<file path="src/dma_pkg.sv">
/*
  Shared constants and carrier types for the seven-channel DMA engine
  and its request multiplexer.
  Assumes one system clock and a synchronous active-low reset.
*/
`default_nettype none

package dma_pkg;
  // ----------------------------------------------------------------
  // Sizes
  // ----------------------------------------------------------------
  localparam int NUM_CH    = 7;   // Channels
  localparam int NUM_PREQ  = 20;  // Peripheral request lines
  localparam int NUM_GEN   = 4;   // Request generators
  localparam int NUM_LINES = NUM_PREQ + NUM_GEN;
  localparam int NUM_SYNC  = 8;   // Sync and trigger inputs
  localparam int SEL_W     = 5;
  localparam int SYNC_W    = 3;
  localparam int CH_W      = 3;
  localparam int CNT_W     = 16;  // Item counter width

  // ----------------------------------------------------------------
  // Bus encodings
  // ----------------------------------------------------------------
  localparam logic [1:0] HTRANS_IDLE   = 2'h0;
  localparam logic [1:0] HTRANS_NONSEQ = 2'h2;

  // ----------------------------------------------------------------
  // Types
  // ----------------------------------------------------------------
  // Encoded as the bus size field: byte, half-word, word
  typedef enum logic [1:0] {SZ_BYTE, SZ_HALF, SZ_WORD} size_t;
  typedef enum logic [1:0] {PRIO_LOW, PRIO_MED, PRIO_HIGH, PRIO_VHIGH} prio_t;

  typedef struct packed {
    logic [31:0]      src_addr;
    logic [31:0]      dst_addr;
    logic [CNT_W-1:0] count;
    size_t            src_size;
    size_t            dst_size;
    logic             src_inc;
    logic             dst_inc;
    logic             circular;
    logic             mem2mem;   // Software trigger, no request
    prio_t            prio;
  } ch_cfg_t;

  typedef struct packed {
    logic [SEL_W-1:0]  req_sel;
    logic              sync_en;
    logic [SYNC_W-1:0] sync_sel;
  } mux_cfg_t;

  typedef struct packed {
    logic              en;
    logic [SYNC_W-1:0] trig_sel;
  } gen_cfg_t;

  typedef struct packed {
    logic [31:0] haddr;
    logic [1:0]  htrans;
    logic        hwrite;
    logic [2:0]  hsize;
    logic [31:0] hwdata;
  } ahb_req_t;

  typedef struct packed {
    logic tc;
    logic ht;
    logic te;
  } ch_flags_t;
endpackage

`default_nettype wire

</file>
<file path="src/dma_controller.sv">
/*
  Seven-channel DMA engine with one AHB-Lite style master port and the
  request multiplexer in front. Configuration and status are plain ports.
  Assumes AHB slaves answer with hready/hresp and that software keeps a
  channel's configuration still while it is active.
*/
`timescale 1ns/100ps
`default_nettype none

module dma_controller (
  // Clock and reset
  input  wire logic                                      i_clk_sys,
  input  wire logic                                      i_rst_n,
  // Channel control
  input  wire dma_pkg::ch_cfg_t  [dma_pkg::NUM_CH-1:0]   i_ch_cfg,
  input  wire logic [dma_pkg::NUM_CH-1:0]                i_ch_start,
  input  wire logic [dma_pkg::NUM_CH-1:0]                i_ch_stop,
  input  wire logic [dma_pkg::NUM_CH-1:0]                i_flag_clr,
  input  wire dma_pkg::ch_flags_t [dma_pkg::NUM_CH-1:0]  i_irq_en,
  // Multiplexer control and request sources
  input  wire dma_pkg::mux_cfg_t [dma_pkg::NUM_CH-1:0]   i_mux_cfg,
  input  wire dma_pkg::gen_cfg_t [dma_pkg::NUM_GEN-1:0]  i_gen_cfg,
  input  wire logic [dma_pkg::NUM_PREQ-1:0]              i_preq,
  input  wire logic [dma_pkg::NUM_SYNC-1:0]              i_sync,
  // Channel status
  output var  dma_pkg::ch_flags_t [dma_pkg::NUM_CH-1:0]  o_flags,
  output var  logic [dma_pkg::NUM_CH-1:0]                o_active,
  output var  logic [dma_pkg::NUM_CH-1:0]                o_irq,
  output var  logic [dma_pkg::NUM_CH-1:0]                o_req_ack,
  // Bus master
  output var  dma_pkg::ahb_req_t                         o_ahb,
  input  wire logic [31:0]                               i_hrdata,
  input  wire logic                                      i_hready,
  input  wire logic                                      i_hresp
);

  // ----------------------------------------------------------------
  // Declarations
  // ----------------------------------------------------------------
  typedef enum logic [2:0] {
    ST_IDLE, ST_RADDR, ST_RDATA, ST_WADDR, ST_WDATA
  } state_t;

  state_t                          state_q, state_d;
  logic [dma_pkg::CH_W-1:0]        ch_q, ch_d;       // Channel in service
  dma_pkg::ahb_req_t               ahb_q, ahb_d;     // Bus outputs
  logic [31:0]                     data_q, data_d;   // Item in flight
  logic [dma_pkg::NUM_CH-1:0]      ack_q, ack_d;
  logic                            done_ok, done_err;
  logic [31:0]                     rd_val, wr_val;

  // Per-channel state
  logic [dma_pkg::NUM_CH-1:0]      act_q, act_d;
  logic [dma_pkg::CNT_W-1:0]       cnt_q [dma_pkg::NUM_CH];
  logic [dma_pkg::CNT_W-1:0]       cnt_d [dma_pkg::NUM_CH];
  logic [31:0]                     sa_q  [dma_pkg::NUM_CH];
  logic [31:0]                     sa_d  [dma_pkg::NUM_CH];
  logic [31:0]                     da_q  [dma_pkg::NUM_CH];
  logic [31:0]                     da_d  [dma_pkg::NUM_CH];
  dma_pkg::ch_flags_t              flg_q [dma_pkg::NUM_CH];
  dma_pkg::ch_flags_t              flg_d [dma_pkg::NUM_CH];
  logic [dma_pkg::NUM_CH-1:0]      irq_q, irq_d;

  // Arbitration
  logic [dma_pkg::NUM_CH-1:0]      ch_req;   // Routed requests
  logic [dma_pkg::NUM_CH-1:0]      pend;
  logic                            gnt_v;
  logic [dma_pkg::CH_W-1:0]        gnt_ch;
  dma_pkg::prio_t                  best;

  // ----------------------------------------------------------------
  // Request multiplexer
  // ----------------------------------------------------------------
  dma_request_mux u_mux (
    .i_clk_sys (i_clk_sys),
    .i_rst_n   (i_rst_n),
    .i_preq    (i_preq),
    .i_sync    (i_sync),
    .i_mux_cfg (i_mux_cfg),
    .i_gen_cfg (i_gen_cfg),
    .i_ack     (ack_q),
    .o_ch_req  (ch_req)
  );

  // ----------------------------------------------------------------
  // Arbiter
  // ----------------------------------------------------------------
  // Pending: active and either software triggered or requested.
  // The ack cycle is masked so a level request is not served twice.
  always_comb begin
    for (int i = 0; i < dma_pkg::NUM_CH; i++) begin
      pend[i] = act_q[i] & ~ack_q[i] &
                (i_ch_cfg[i].mem2mem | ch_req[i]);
    end
  end

  // Strictly greater priority replaces, so ties keep the lower index
  always_comb begin
    gnt_v  = 1'b0;
    gnt_ch = '0;
    best   = dma_pkg::PRIO_LOW;
    for (int i = 0; i < dma_pkg::NUM_CH; i++) begin
      if (pend[i] && (!gnt_v || i_ch_cfg[i].prio > best)) begin
        gnt_v  = 1'b1;
        gnt_ch = dma_pkg::CH_W'(i);
        best   = i_ch_cfg[i].prio;
      end
    end
  end

  // ----------------------------------------------------------------
  // Data lanes
  // ----------------------------------------------------------------
  // Read lane picked by address, then packed/unpacked to the
  // destination width by truncation or zero extension.
  always_comb begin
    rd_val = i_hrdata >> {ahb_q.haddr[1:0], 3'h0};
    unique case (i_ch_cfg[ch_q].src_size)
      dma_pkg::SZ_BYTE: rd_val = {24'h0, rd_val[7:0]};
      dma_pkg::SZ_HALF: rd_val = {16'h0, rd_val[15:0]};
      default:          rd_val = rd_val;
    endcase
    unique case (i_ch_cfg[ch_q].dst_size)
      dma_pkg::SZ_BYTE: wr_val = {4{data_q[7:0]}};
      dma_pkg::SZ_HALF: wr_val = {2{data_q[15:0]}};
      default:          wr_val = data_q;
    endcase
  end

  // ----------------------------------------------------------------
  // Bus engine
  // ----------------------------------------------------------------
  // One read then one write per item; single transfers only, which
  // costs throughput; a stop acts between items, not between an item's read and write.
  always_comb begin
    state_d  = state_q;
    ch_d     = ch_q;
    ahb_d    = ahb_q;
    data_d   = data_q;
    ack_d    = '0;
    done_ok  = 1'b0;
    done_err = 1'b0;
    unique case (state_q)
      ST_IDLE: begin
        // Issue the read address of the granted channel
        if (gnt_v) begin
          ch_d         = gnt_ch;
          ahb_d.haddr  = sa_q[gnt_ch];
          ahb_d.htrans = dma_pkg::HTRANS_NONSEQ;
          ahb_d.hwrite = 1'b0;
          ahb_d.hsize  = {1'b0, i_ch_cfg[gnt_ch].src_size};
          state_d      = ST_RADDR;
        end
      end
      ST_RADDR: begin
        if (i_hready) begin
          ahb_d.htrans = dma_pkg::HTRANS_IDLE;
          state_d      = ST_RDATA;
        end
      end
      ST_RDATA: begin
        if (i_hready && i_hresp) begin
          done_err = 1'b1;
          state_d  = ST_IDLE;
        end else if (i_hready) begin
          data_d       = rd_val;
          ahb_d.haddr  = da_q[ch_q];
          ahb_d.htrans = dma_pkg::HTRANS_NONSEQ;
          ahb_d.hwrite = 1'b1;
          ahb_d.hsize  = {1'b0, i_ch_cfg[ch_q].dst_size};
          state_d      = ST_WADDR;
        end
      end
      ST_WADDR: begin
        if (i_hready) begin
          ahb_d.htrans = dma_pkg::HTRANS_IDLE;
          ahb_d.hwdata = wr_val;
          state_d      = ST_WDATA;
        end
      end
      ST_WDATA: begin
        if (i_hready) begin
          done_err     = i_hresp;
          done_ok      = ~i_hresp;
          ack_d[ch_q]  = ~i_hresp;
          ahb_d.hwrite = 1'b0;
          state_d      = ST_IDLE;
        end
      end
    endcase
  end

  // Engine registers
  always_ff @(posedge i_clk_sys) begin
    if (!i_rst_n) begin
      state_q <= ST_IDLE;
      ch_q    <= '0;
      ahb_q   <= '0;
      data_q  <= '0;
      ack_q   <= '0;
    end else begin
      state_q <= state_d;
      ch_q    <= ch_d;
      ahb_q   <= ahb_d;
      data_q  <= data_d;
      ack_q   <= ack_d;
    end
  end

  // ----------------------------------------------------------------
  // Channels
  // ----------------------------------------------------------------
  for (genvar g = 0; g < dma_pkg::NUM_CH; g++) begin : g_ch
    dma_pkg::ch_cfg_t          cfg;
    dma_pkg::ch_flags_t        set;     // Events this cycle
    logic                      hit_ok, hit_err;
    logic [dma_pkg::CNT_W-1:0] cnt_n;

    assign cfg = i_ch_cfg[g];

    // Next channel state: start, item done, error, stop, flags
    always_comb begin
      act_d[g] = act_q[g];
      cnt_d[g] = cnt_q[g];
      sa_d[g]  = sa_q[g];
      da_d[g]  = da_q[g];
      set      = '0;
      hit_ok   = done_ok  && ch_q == dma_pkg::CH_W'(g) && act_q[g];
      hit_err  = done_err && ch_q == dma_pkg::CH_W'(g) && act_q[g];
      cnt_n    = cnt_q[g] - 16'h1;
      if (i_ch_start[g]) begin
        // A zero count leaves the channel idle
        act_d[g] = cfg.count != '0;
        cnt_d[g] = cfg.count;
        sa_d[g]  = cfg.src_addr;
        da_d[g]  = cfg.dst_addr;
      end else if (hit_err) begin
        set.te   = 1'b1;
        act_d[g] = 1'b0;
      end else if (hit_ok) begin
        cnt_d[g] = cnt_n;
        if (cfg.src_inc) begin
          sa_d[g] = sa_q[g] + (32'h1 << cfg.src_size);
        end
        if (cfg.dst_inc) begin
          da_d[g] = da_q[g] + (32'h1 << cfg.dst_size);
        end
        if (cnt_n == (cfg.count >> 1)) begin
          set.ht = 1'b1;
        end
        if (cnt_n == '0) begin
          set.tc = 1'b1;
          if (cfg.circular && !cfg.mem2mem) begin
            // Buffer restarts from its programmed start
            cnt_d[g] = cfg.count;
            sa_d[g]  = cfg.src_addr;
            da_d[g]  = cfg.dst_addr;
          end else begin
            act_d[g] = 1'b0;
          end
        end
      end
      if (i_ch_stop[g]) begin
        act_d[g] = 1'b0;
      end
      // A new event wins over a clear in the same cycle
      flg_d[g] = (flg_q[g] & ~{3{i_flag_clr[g]}}) | set;
      irq_d[g] = |(flg_d[g] & i_irq_en[g]);
    end

    // Channel registers
    always_ff @(posedge i_clk_sys) begin
      if (!i_rst_n) begin
        act_q[g] <= 1'b0;
        cnt_q[g] <= '0;
        sa_q[g]  <= '0;
        da_q[g]  <= '0;
        flg_q[g] <= '0;
        irq_q[g] <= 1'b0;
      end else begin
        act_q[g] <= act_d[g];
        cnt_q[g] <= cnt_d[g];
        sa_q[g]  <= sa_d[g];
        da_q[g]  <= da_d[g];
        flg_q[g] <= flg_d[g];
        irq_q[g] <= irq_d[g];
      end
    end

    assign o_flags[g] = flg_q[g];
  end

  // Outputs
  assign o_active  = act_q;
  assign o_irq     = irq_q;
  assign o_req_ack = ack_q;
  assign o_ahb     = ahb_q;

  // ----------------------------------------------------------------
  // Checks
  // ----------------------------------------------------------------
  logic viol_hi, viol_tie;  // Helper for arbitration checks

  always_comb begin
    viol_hi  = 1'b0;
    viol_tie = 1'b0;
    for (int i = 0; i < dma_pkg::NUM_CH; i++) begin
      if (pend[i] && i_ch_cfg[i].prio > i_ch_cfg[gnt_ch].prio) begin
        viol_hi = 1'b1;
      end
      if (pend[i] && i_ch_cfg[i].prio == i_ch_cfg[gnt_ch].prio &&
          dma_pkg::CH_W'(i) < gnt_ch) begin
        viol_tie = 1'b1;
      end
    end
  end
endmodule

`default_nettype wire

</file>
<file path="src/dma_request_mux.sv">
/*
  Request multiplexer: routes one request line to each channel, with
  optional sync gating, and runs the request generators.
  Assumes inputs synchronous to i_clk_sys; a peripheral drops its
  request in the cycle its acknowledge is high.
*/
`timescale 1ns/100ps
`default_nettype none

module dma_request_mux (
  // Clock and reset
  input  wire logic                                      i_clk_sys,
  input  wire logic                                      i_rst_n,
  // Request sources
  input  wire logic [dma_pkg::NUM_PREQ-1:0]              i_preq,
  input  wire logic [dma_pkg::NUM_SYNC-1:0]              i_sync,
  // Configuration
  input  wire dma_pkg::mux_cfg_t [dma_pkg::NUM_CH-1:0]   i_mux_cfg,
  input  wire dma_pkg::gen_cfg_t [dma_pkg::NUM_GEN-1:0]  i_gen_cfg,
  // Channel side
  input  wire logic [dma_pkg::NUM_CH-1:0]                i_ack,
  output var  logic [dma_pkg::NUM_CH-1:0]                o_ch_req
);

  // ----------------------------------------------------------------
  // State
  // ----------------------------------------------------------------
  logic [dma_pkg::NUM_SYNC-1:0]  sync_prev_q;  // Edge reference
  logic [dma_pkg::NUM_SYNC-1:0]  sync_rise;
  logic [dma_pkg::NUM_CH-1:0]    armed_q, armed_d;
  logic [dma_pkg::NUM_GEN-1:0]   gen_q, gen_d;
  logic [dma_pkg::NUM_LINES-1:0] lines;

  assign sync_rise = i_sync & ~sync_prev_q;
  assign lines     = {gen_q, i_preq};

  // Next values: arm flags, generator requests, routed requests
  always_comb begin
    armed_d = armed_q;
    gen_d   = gen_q;
    for (int c = 0; c < dma_pkg::NUM_CH; c++) begin
      // Sync edge arms the gate; a new edge wins over the ack
      if (i_ack[c]) begin
        armed_d[c] = 1'b0;
      end
      if (i_mux_cfg[c].sync_en && sync_rise[i_mux_cfg[c].sync_sel]) begin
        armed_d[c] = 1'b1;
      end
      // Out-of-range selections route nothing
      o_ch_req[c] = 1'b0;
      if (int'(i_mux_cfg[c].req_sel) < dma_pkg::NUM_LINES) begin
        o_ch_req[c] = lines[i_mux_cfg[c].req_sel] &
                      (~i_mux_cfg[c].sync_en | armed_q[c]);
      end
    end
    for (int g = 0; g < dma_pkg::NUM_GEN; g++) begin
      // A served generator request is retired by its channel's ack
      for (int c = 0; c < dma_pkg::NUM_CH; c++) begin
        if (i_ack[c] && int'(i_mux_cfg[c].req_sel) == dma_pkg::NUM_PREQ + g) begin
          gen_d[g] = 1'b0;
        end
      end
      if (i_gen_cfg[g].en && sync_rise[i_gen_cfg[g].trig_sel]) begin
        gen_d[g] = 1'b1;
      end
    end
  end

  // Registers
  always_ff @(posedge i_clk_sys) begin
    if (!i_rst_n) begin
      sync_prev_q <= '0;
      armed_q     <= '0;
      gen_q       <= '0;
    end else begin
      sync_prev_q <= i_sync;
      armed_q     <= armed_d;
      gen_q       <= gen_d;
    end
  end

  // ----------------------------------------------------------------
  // Checks
  // ----------------------------------------------------------------
  for (genvar g = 0; g < dma_pkg::NUM_GEN; g++) begin : g_chk

  end
endmodule

`default_nettype wire
</file>
<file path="config.mk">
export PLATFORM = sky130hd
export DESIGN_NAME = dma_controller
export DESIGN_NICKNAME = d
export VERILOG_FILES = /design/src/dma_pkg.sv /design/src/dma_controller.sv /design/src/dma_request_mux.sv
export SDC_FILE = /design/constraint.sdc
export NUM_CORES = 2
export LEC_CHECK = 0
export BUFFER_PORTS_ARGS = -buffer_cell sky130_fd_sc_hd__buf_2
export CORE_AREA = 2 2 367 369
export CTS_BUF_LIST = sky130_fd_sc_hd__clkbuf_16
export DETAILED_ROUTE_END_ITERATION = 10
export DIE_AREA = 0 0 369 371
export PLACE_DENSITY = 0.59
export SLEW_MARGIN = 25
export SYNTH_ARGS = -nofsm -noshare
export SYNTH_HDL_FRONTEND = slang
export SYNTH_SLANG_ARGS = --single-unit
</file>
<file path="constraint.sdc">
create_clock -name i_clk_sys -period 13.26 [get_ports i_clk_sys]
set_input_delay 2.652 -clock i_clk_sys [delete_from_list [all_inputs] [get_ports i_clk_sys]]
set_output_delay 2.652 -clock i_clk_sys [all_outputs]
set_load 0.02 [all_outputs]
</file>
Word-level counts from Yosys, hierarchy flattened

Memories as Yosys holds them, arrays and structs flattened. A register that Yosys moved wholly into a read port is not among the register bits.
Index checks and enable logic that the tools add are counted.
W data, S select, Z words.

Register bits: 148
RAM bits: 581
Output and inout port bits: 112
Word-level logic and storage cells: 824
Memories kept: 4

Memory list:

| name  | depth | bits a word | read ports | clocked after memory_dff | write ports | line                 | source |
|---|---|---|---|---|---|---|---|
| da_q  | 7     | 32          | 8          | 1                        | 7           | dma_controller.sv:58 | `logic [31:0] da_q [dma_pkg::NUM_CH];` |
| sa_q  | 7     | 32          | 8          | 0                        | 7           | dma_controller.sv:56 | `logic [31:0] sa_q [dma_pkg::NUM_CH];` |
| cnt_q | 7     | 16          | 7          | 0                        | 7           | dma_controller.sv:54 | `logic [dma_pkg::CNT_W-1:0] cnt_q [dma_pkg::NUM_CH];` |
| flg_q | 7     | 3           | 7          | 0                        | 7           | dma_controller.sv:60 | `dma_pkg::ch_flags_t flg_q [dma_pkg::NUM_CH];` |

Add/sub/neg operators: 21
Order comparisons: 34
Equality and inequality tests: 62
Shift-type cells: 15
Muxes and demuxes: 365
Bitwise logic cells: 111
Reduce and logical (&&, ||, !) cells: 177

Operators with widths:

| kind                    | count |
|---|---|
| $mux W32                | 98 |
| $mux W16                | 42 |
| $bmux W90 S3            | 2 |
| $add A32 B32 Y32        | 14 |
| $shl A1 B2 Y32 const A  | 14 |
| $pmux W32 S2            | 3 |
| $mux W1                 | 143 |
| $eq A5 B5 Y1 const B    | 28 |
| $mux W38                | 3 |
| $eq A16 B15 Y1          | 7 |
| $logic_not A16 Y1       | 7 |
| $reduce_bool A16 Y1     | 7 |
| $sub A16 B1 Y16 const B | 7 |
| $logic_and A1 B1 Y1     | 82 |
| $mux W3                 | 27 |
| $lt A3 B4 Y1 const B    | 13 |
| $reduce_bool A3 Y1      | 16 |
| $and A3 B3 Y3           | 14 |
| $lt A5 B6 Y1 const B    | 7 |
| $mux W2                 | 21 |
| $or A1 B1 Y1            | 42 |
| $bmux W1 S5             | 7 |
| $lt A5 B5 Y1 const B    | 7 |
| $bmux W1 S3             | 11 |
| other kinds (36)        | 163 |

Depth between registers and ports, before layout

Depth in word-level cells: 35
Mapped depth: 50
Depth with buffers taken out: 45

Hierarchy

A second synthesis with hierarchy kept.

Cell total of the unflattened synthesis: 7160
Area total of the unflattened synthesis: 53460.0 um^2

Modules (own cells, without submodules):

| module          | times used | cells each | area each (um^2) |
|---|---|---|---|
| dma_controller  | 1          | 6804       | 50103.1 |
| dma_request_mux | 1          | 356        | 3357.0 |

Least setup slack after synthesis

OpenSTA, ideal clock, no wires.

Path type: input to register
Start: in i_mux_cfg[5] in the netlist's numbering
End: reg ahb_q (netlist bit o_ahb[40])
Data arrival time: 11.019 ns
Path slack: 2.162 ns
Stages on the path: 48
Path buffers: 4
Cells stage by stage: buf_2 > mux4_2 > mux2_2 > nand2_2 > nand3_1 > nand2_1 > ha_1 > nor2b_1 > o21ai_0 > a21oi_1 > a22o_2 > inv_1 > ha_1 > a21oi_1 > a21oi_1 > a21o_1 > nand2_1 > mux2i_1 > [... 12 more ...] > mux2i_1 > ha_1 > nor2b_1 > o21ai_0 > nor2_1 > a31o_1 > buf_6 > o21a_1 > ha_1 > a21oi_1 > a21oi_1 > a21oi_1 > or2_0 > buf_2 > clkbuf_1 > o21ai_0 > a311o_1 > o211ai_1

Word-level cells in the longest chain between the ends: 34
Elaborated cells on any way between the ends: 55
Classes of those cells: order compare: 7; eq/ne: 1; mux: 24; bitwise: 3; reduce/logical: 19; memory: 1

RTL lines:

| item                                             | line                  | source |
|---|---|---|
| from (decl)                                      | dma_controller.sv:21  | `input wire dma_pkg::mux_cfg_t [dma_pkg::NUM_CH-1:0] i_mux_cfg,` |
| $bmux W1 S5                                      | dma_request_mux.sv:52 | `o_ch_req[c] = lines[i_mux_cfg[c].req_sel] &` |
| $mux W1 (implied by the code)                    | dma_request_mux.sv:52 |  |
| $and A1 B1 Y1                                    | dma_request_mux.sv:52 |  |
| $mux W1 (*)                                      | dma_request_mux.sv:51 | `if (int'(i_mux_cfg[c].req_sel) < dma_pkg::NUM_LINES) begin` |
| $or A1 B1 Y1 (*)                                 | dma_controller.sv:93  | `(i_ch_cfg[i].mem2mem \| ch_req[i]);` |
| $and A1 B1 Y1 (*)                                | dma_controller.sv:92  | `pend[i] = act_q[i] & ~ack_q[i] &` |
| $mux W2 or $mux W1 (tied branches)               | dma_controller.sv:103 | `if (pend[i] && (!gnt_v \|\| i_ch_cfg[i].prio > best)) begin` |
| $gt A2 B2 Y1 or $logic_not A1 Y1 (tied branches) | dma_controller.sv:103 |  |
| [... 18 more ...]                                | --                    |  |
| $mux W2 or $mux W1 (tied branches)               | dma_controller.sv:103 |  |
| $gt A2 B2 Y1 or $logic_not A1 Y1 (tied branches) | dma_controller.sv:103 |  |
| $logic_or A1 B1 Y1                               | dma_controller.sv:103 |  |
| $logic_and A1 B1 Y1                              | dma_controller.sv:103 |  |
| $mux W3                                          | dma_controller.sv:103 |  |
| $mem_v2 Z7 W32                                   | --                    |  |
| $mux W38                                         | dma_controller.sv:146 | `if (gnt_v) begin` |
| $pmux W32 S2                                     | dma_controller.sv:143 | `unique case (state_q)` |
| to (signal assigned)                             | dma_controller.sv:204 | `ahb_q <= ahb_d;` |
| to (decl)                                        | dma_controller.sv:46  | `dma_pkg::ahb_req_t ahb_q, ahb_d;` |

Every way passes the cells marked *; elsewhere a longest branch is shown, timed or not. The select of a mux whose other input is x is not followed.
A chain may end at the register's enable or synchronous reset.

Worst setup path in the final report

Start: in i_mux_cfg[5] in the netlist's numbering
End: reg ahb_q (netlist bit o_ahb[68])

Same word-level chain as after synthesis.

==> results.tsv <==
stage	metric	value	unit
run_status	status	complete, no violations	
floorplan	Die H	371	microns
floorplan	row count	134	
worst_setup_path	critical path class	in2reg	
timing	Least-Margin Pin Slew	1.150	ns
yosys	Yosys cell types	108	
detailed_routing	total number of vias	60273	
grt	grt ovf	0	
timing	Final period util	91.75	%
detailed_routing	metal2 WL	121100	microns
yosys	yosys warns	0	
placement	Port Buffers	924	
worst_hold_path	class of the worst hold path	reg2reg	
yosys	Most used DFF post-synth	dfxtp_1	
finish	Layout area overhead	16.21	%
clock_network	clock-pin transition on the worst setup and hold timing paths	0.06	ns
pwr	Combinational Power Share	25.5	%
timing	skew final	0.02468	ns
detailed_routing	max layer used	met5	
worst_hold_path	hold depth	2	
detailed_routing	M1 wire length	111800	microns
worst_setup_path	Critical Path End Type	register	
detailed_routing	final WL	276100	microns
grt	initial antenna violation count	121	
placement	dpl hpwl	214800	microns
pwr	Seq pwr share	37.7	%
yosys	post-synthesis area per instance	7.303	sq um
yosys	largest area contributor in the netlist	dfxtp_1	
pwr	leak pwr	0.02370	uW
timing	final hold vios	0	
clock_network	clock sink count	730	
pwr	Switch Pwr	2493	uW
finish	Fillers	13746	
grt	global-route wire length before repair	386900	microns
finish	Nets	8684	
floorplan	core box area	0.1328	sq mm
pwr	Net Sw Frac	36.12	%
worst_setup_path	CP peak stage delay	0.53	ns
grt	largest net degree at the start of global routing	132	
yosys	Post-synth ARST share	0	%
floorplan	die area	0.1369	sq mm
clock_network	CTS tree	yes	
clock_network	cts bufs inserted	93	
floorplan	starting density of the core	39.74	%
timing	post-route minimum period	12.17	ns
timing	slew margin rel.	23.17	%
yosys	EDFF count, synth	0	
detailed_routing	vias per cell	6.225	
timing	FMAX	0.08219	GHz
grt	vias in the first global route	53990	
pwr	Int Power	4409	uW
timing	max-slew violations	0	
pwr	Final Power	6902	uW
floorplan	die width	369	microns
worst_setup_path	worst-path fanout max	11	
worst_setup_path	CP Launch Type	input pin	
timing	RSZ-0062 raised after global routing	no	
grt	GRT Util Overall	38.40	%
finish	layout cell share with drive strength beyond 1	17.38	%
yosys	flops & latches, synth	730	
timing	final setup fails	0	
yosys	Syn Inst Count	7225	
placement	GPL Wtd Cong	1.046	
worst_setup_path	Req. time, crit path	13.90	ns
floorplan	I/O pin count	927	
detailed_routing	Final ANT Viol Nets	0	
worst_setup_path	slowest stage cell, crit path	mux4_2	
yosys	register area share after synthesis	27.70	%
detailed_routing	1st-iter DRT viols	7003	
flow_run	number of max-cap violations	0	
detailed_routing	DRC	0	
pwr	VDD IR max	0.1063	mV
yosys	post-synth top area share	27.70	%
detailed_routing	drt pass-1 iters	8	
clock_network	clock root buffer	clkbuf_16	
yosys	Syn Std Cell Area	0.05277	sq mm
worst_setup_path	r2r worst-path depth	45	
clock_network	Max Buffers Root-to-Sink	3	
clock_network	H-tree lvl count	3	
detailed_routing	routed length per instance	28.51	microns
pwr	power density over cell area	112.6	mW/mm^2
worst_setup_path	Worst EP arrival	12.80	ns
clock_network	Skew-Pair Late Insertion Delay	0.72	ns
pwr	Clk network pwr share	36.8	%
detailed_routing	Met3 Wirelength	26450	microns
yosys	synth top area cells	dfxtp_1, a21oi_1, nand2_1	
finish	post-layout util	46.18	%
worst_setup_path	CP dominant cell by count	ha_1	
-- Yosys cell counts, drive strengths merged (30+ instances only) --
library cell	n
nand3b	48
nor2b	87
mux4	89
mux2i	198
a22oi	100
a21oi	762
clkbuf	427
or3	37
nor3	227
inv	190
o211ai	105
nand3	215
a31oi	79
dfxtp	730
xor2	71
nand2b	42
o21ai	638
xnor2	134
a21o	38
nor2	691
o31ai	71
and2	185
nand2	883
mux2	56
nor3b	50
nor4	117
a221oi	41
a2bb2oi	65
nand4	74
o22ai	86
o21a	30
a211oi	99
buf	116
ha	82
and3	92
-- cell families after synthesis --
kind of cell    synth area share, %
buf+inv                       5.541
fa+ha+maj                     2.476
xor+xnor                      3.403
compound gates                25.94
flops                         27.70
other cells                0.007107
simple gates                  26.14
mux                           8.792
-- through the flow --
stage | cells | hold slack, ns | setup slack [ns] | instance area (sq um) | TNS (ns)
detailed placement | 9446 | 0.4456 | -0.04865 | 58210 | -0.08472
floorplan | 7226 | 0.4366 | 2.162 | 52770 | 0
finish | 9683 | 0.4535 | 1.094 | 61320 | 0
global placement | 9446 | 0.4424 | -0.004963 | 58200 | -0.004963
global route | 9657 | 0.4711 | 0.1926 | 61260 | 0
CTS | 9610 | 0.4538 | 0.6945 | 61120 | 0
-- flip-flops by register name, summed over array words and instances (netlist names), named ones only --
name               cells
da_q                 224
o_ahb                 68
cnt_q                112
o_req_ack              7
data_q                32
u_mux.gen_q            4
flg_q                 21
u_mux.armed_q          7
o_irq                  7
o_active               7
state_q                3
ch_q                   3
sa_q                 224
u_mux.sync_prev_q      8
-- routing by layer --
layer  global-route usage [%]  vias to the layer above
li1                         -                    27480
met1                    49.32                    28992
met2                    58.86                     3166
met3                    9.187                      575
met4                    21.73                       60
met5                        0                        -
-- final timing paths --
check | slack [ns] | start | endpoint
worst min-delay path | 0.45 | o_ahb[27] | o_ahb[27]
worst min register to register | 0.45 | o_ahb[27] | o_ahb[27]
worst max register to register | 2.58 | o_active[0] | o_ahb[68]
worst max-delay path | 1.09 | i_mux_cfg[5] | o_ahb[68]
-- critical path: cells and delay by family --
family / cells / cell delay (ns)
adder cells (fa/ha/maj): 6 / 1.60
buffers and inverters: 4 / 0.62
AO/OA/AOI/OAI: 19 / 4.16
multiplexers: 5 / 1.66
AND/OR/NAND/NOR: 12 / 2.12
-- layout make-up --
type                    instances  area, sq um  area share [%]
clock inverters                69        534.3          0.8712
multi-input cells            5760        35480           57.86
clock buffers                  95         2377           3.877
diodes                         73        182.7          0.2979
inverters                     193        732.0           1.194
repair buffers                995         5184           8.453
well taps                    1768         2212           3.607
flip-flops and latches        730        14620           23.84
-- cells in the final DEF (no fill, tap or decap), types with 97 or more instances in the layout --
master    count
and2_1      175
nor3_1      224
nand3_1     214
nor4_1      113
nor2_1      684
a211oi_1     99
a22oi_1      97
xnor2_1     134
mux2i_1     198
o211ai_1    103
a21oi_1     755
buf_2       923
nand2_1     882
o21ai_0     630
dfxtp_1     728
inv_1       205
-- power by group through the flow --
stage / Clock (uW) / Sequential, uW / Combinational [uW]
after global placement: 0 / 2630 / 1710
final: 2540 / 2600 / 1760
after CTS: 2560 / 2590 / 1730
after floorplan: 0 / 2510 / 1130
after global routing: 2650 / 2610 / 1890
after detailed placement: 0 / 2630 / 1720
-- repair_timing --
action	4_1_cts	5_1_grt
hold buffers	0	0
setup buffers	0	0
resized for setup	0	3
setup endpoints to repair	0	24
Note: power is estimated with default switching activity, not from simulation.
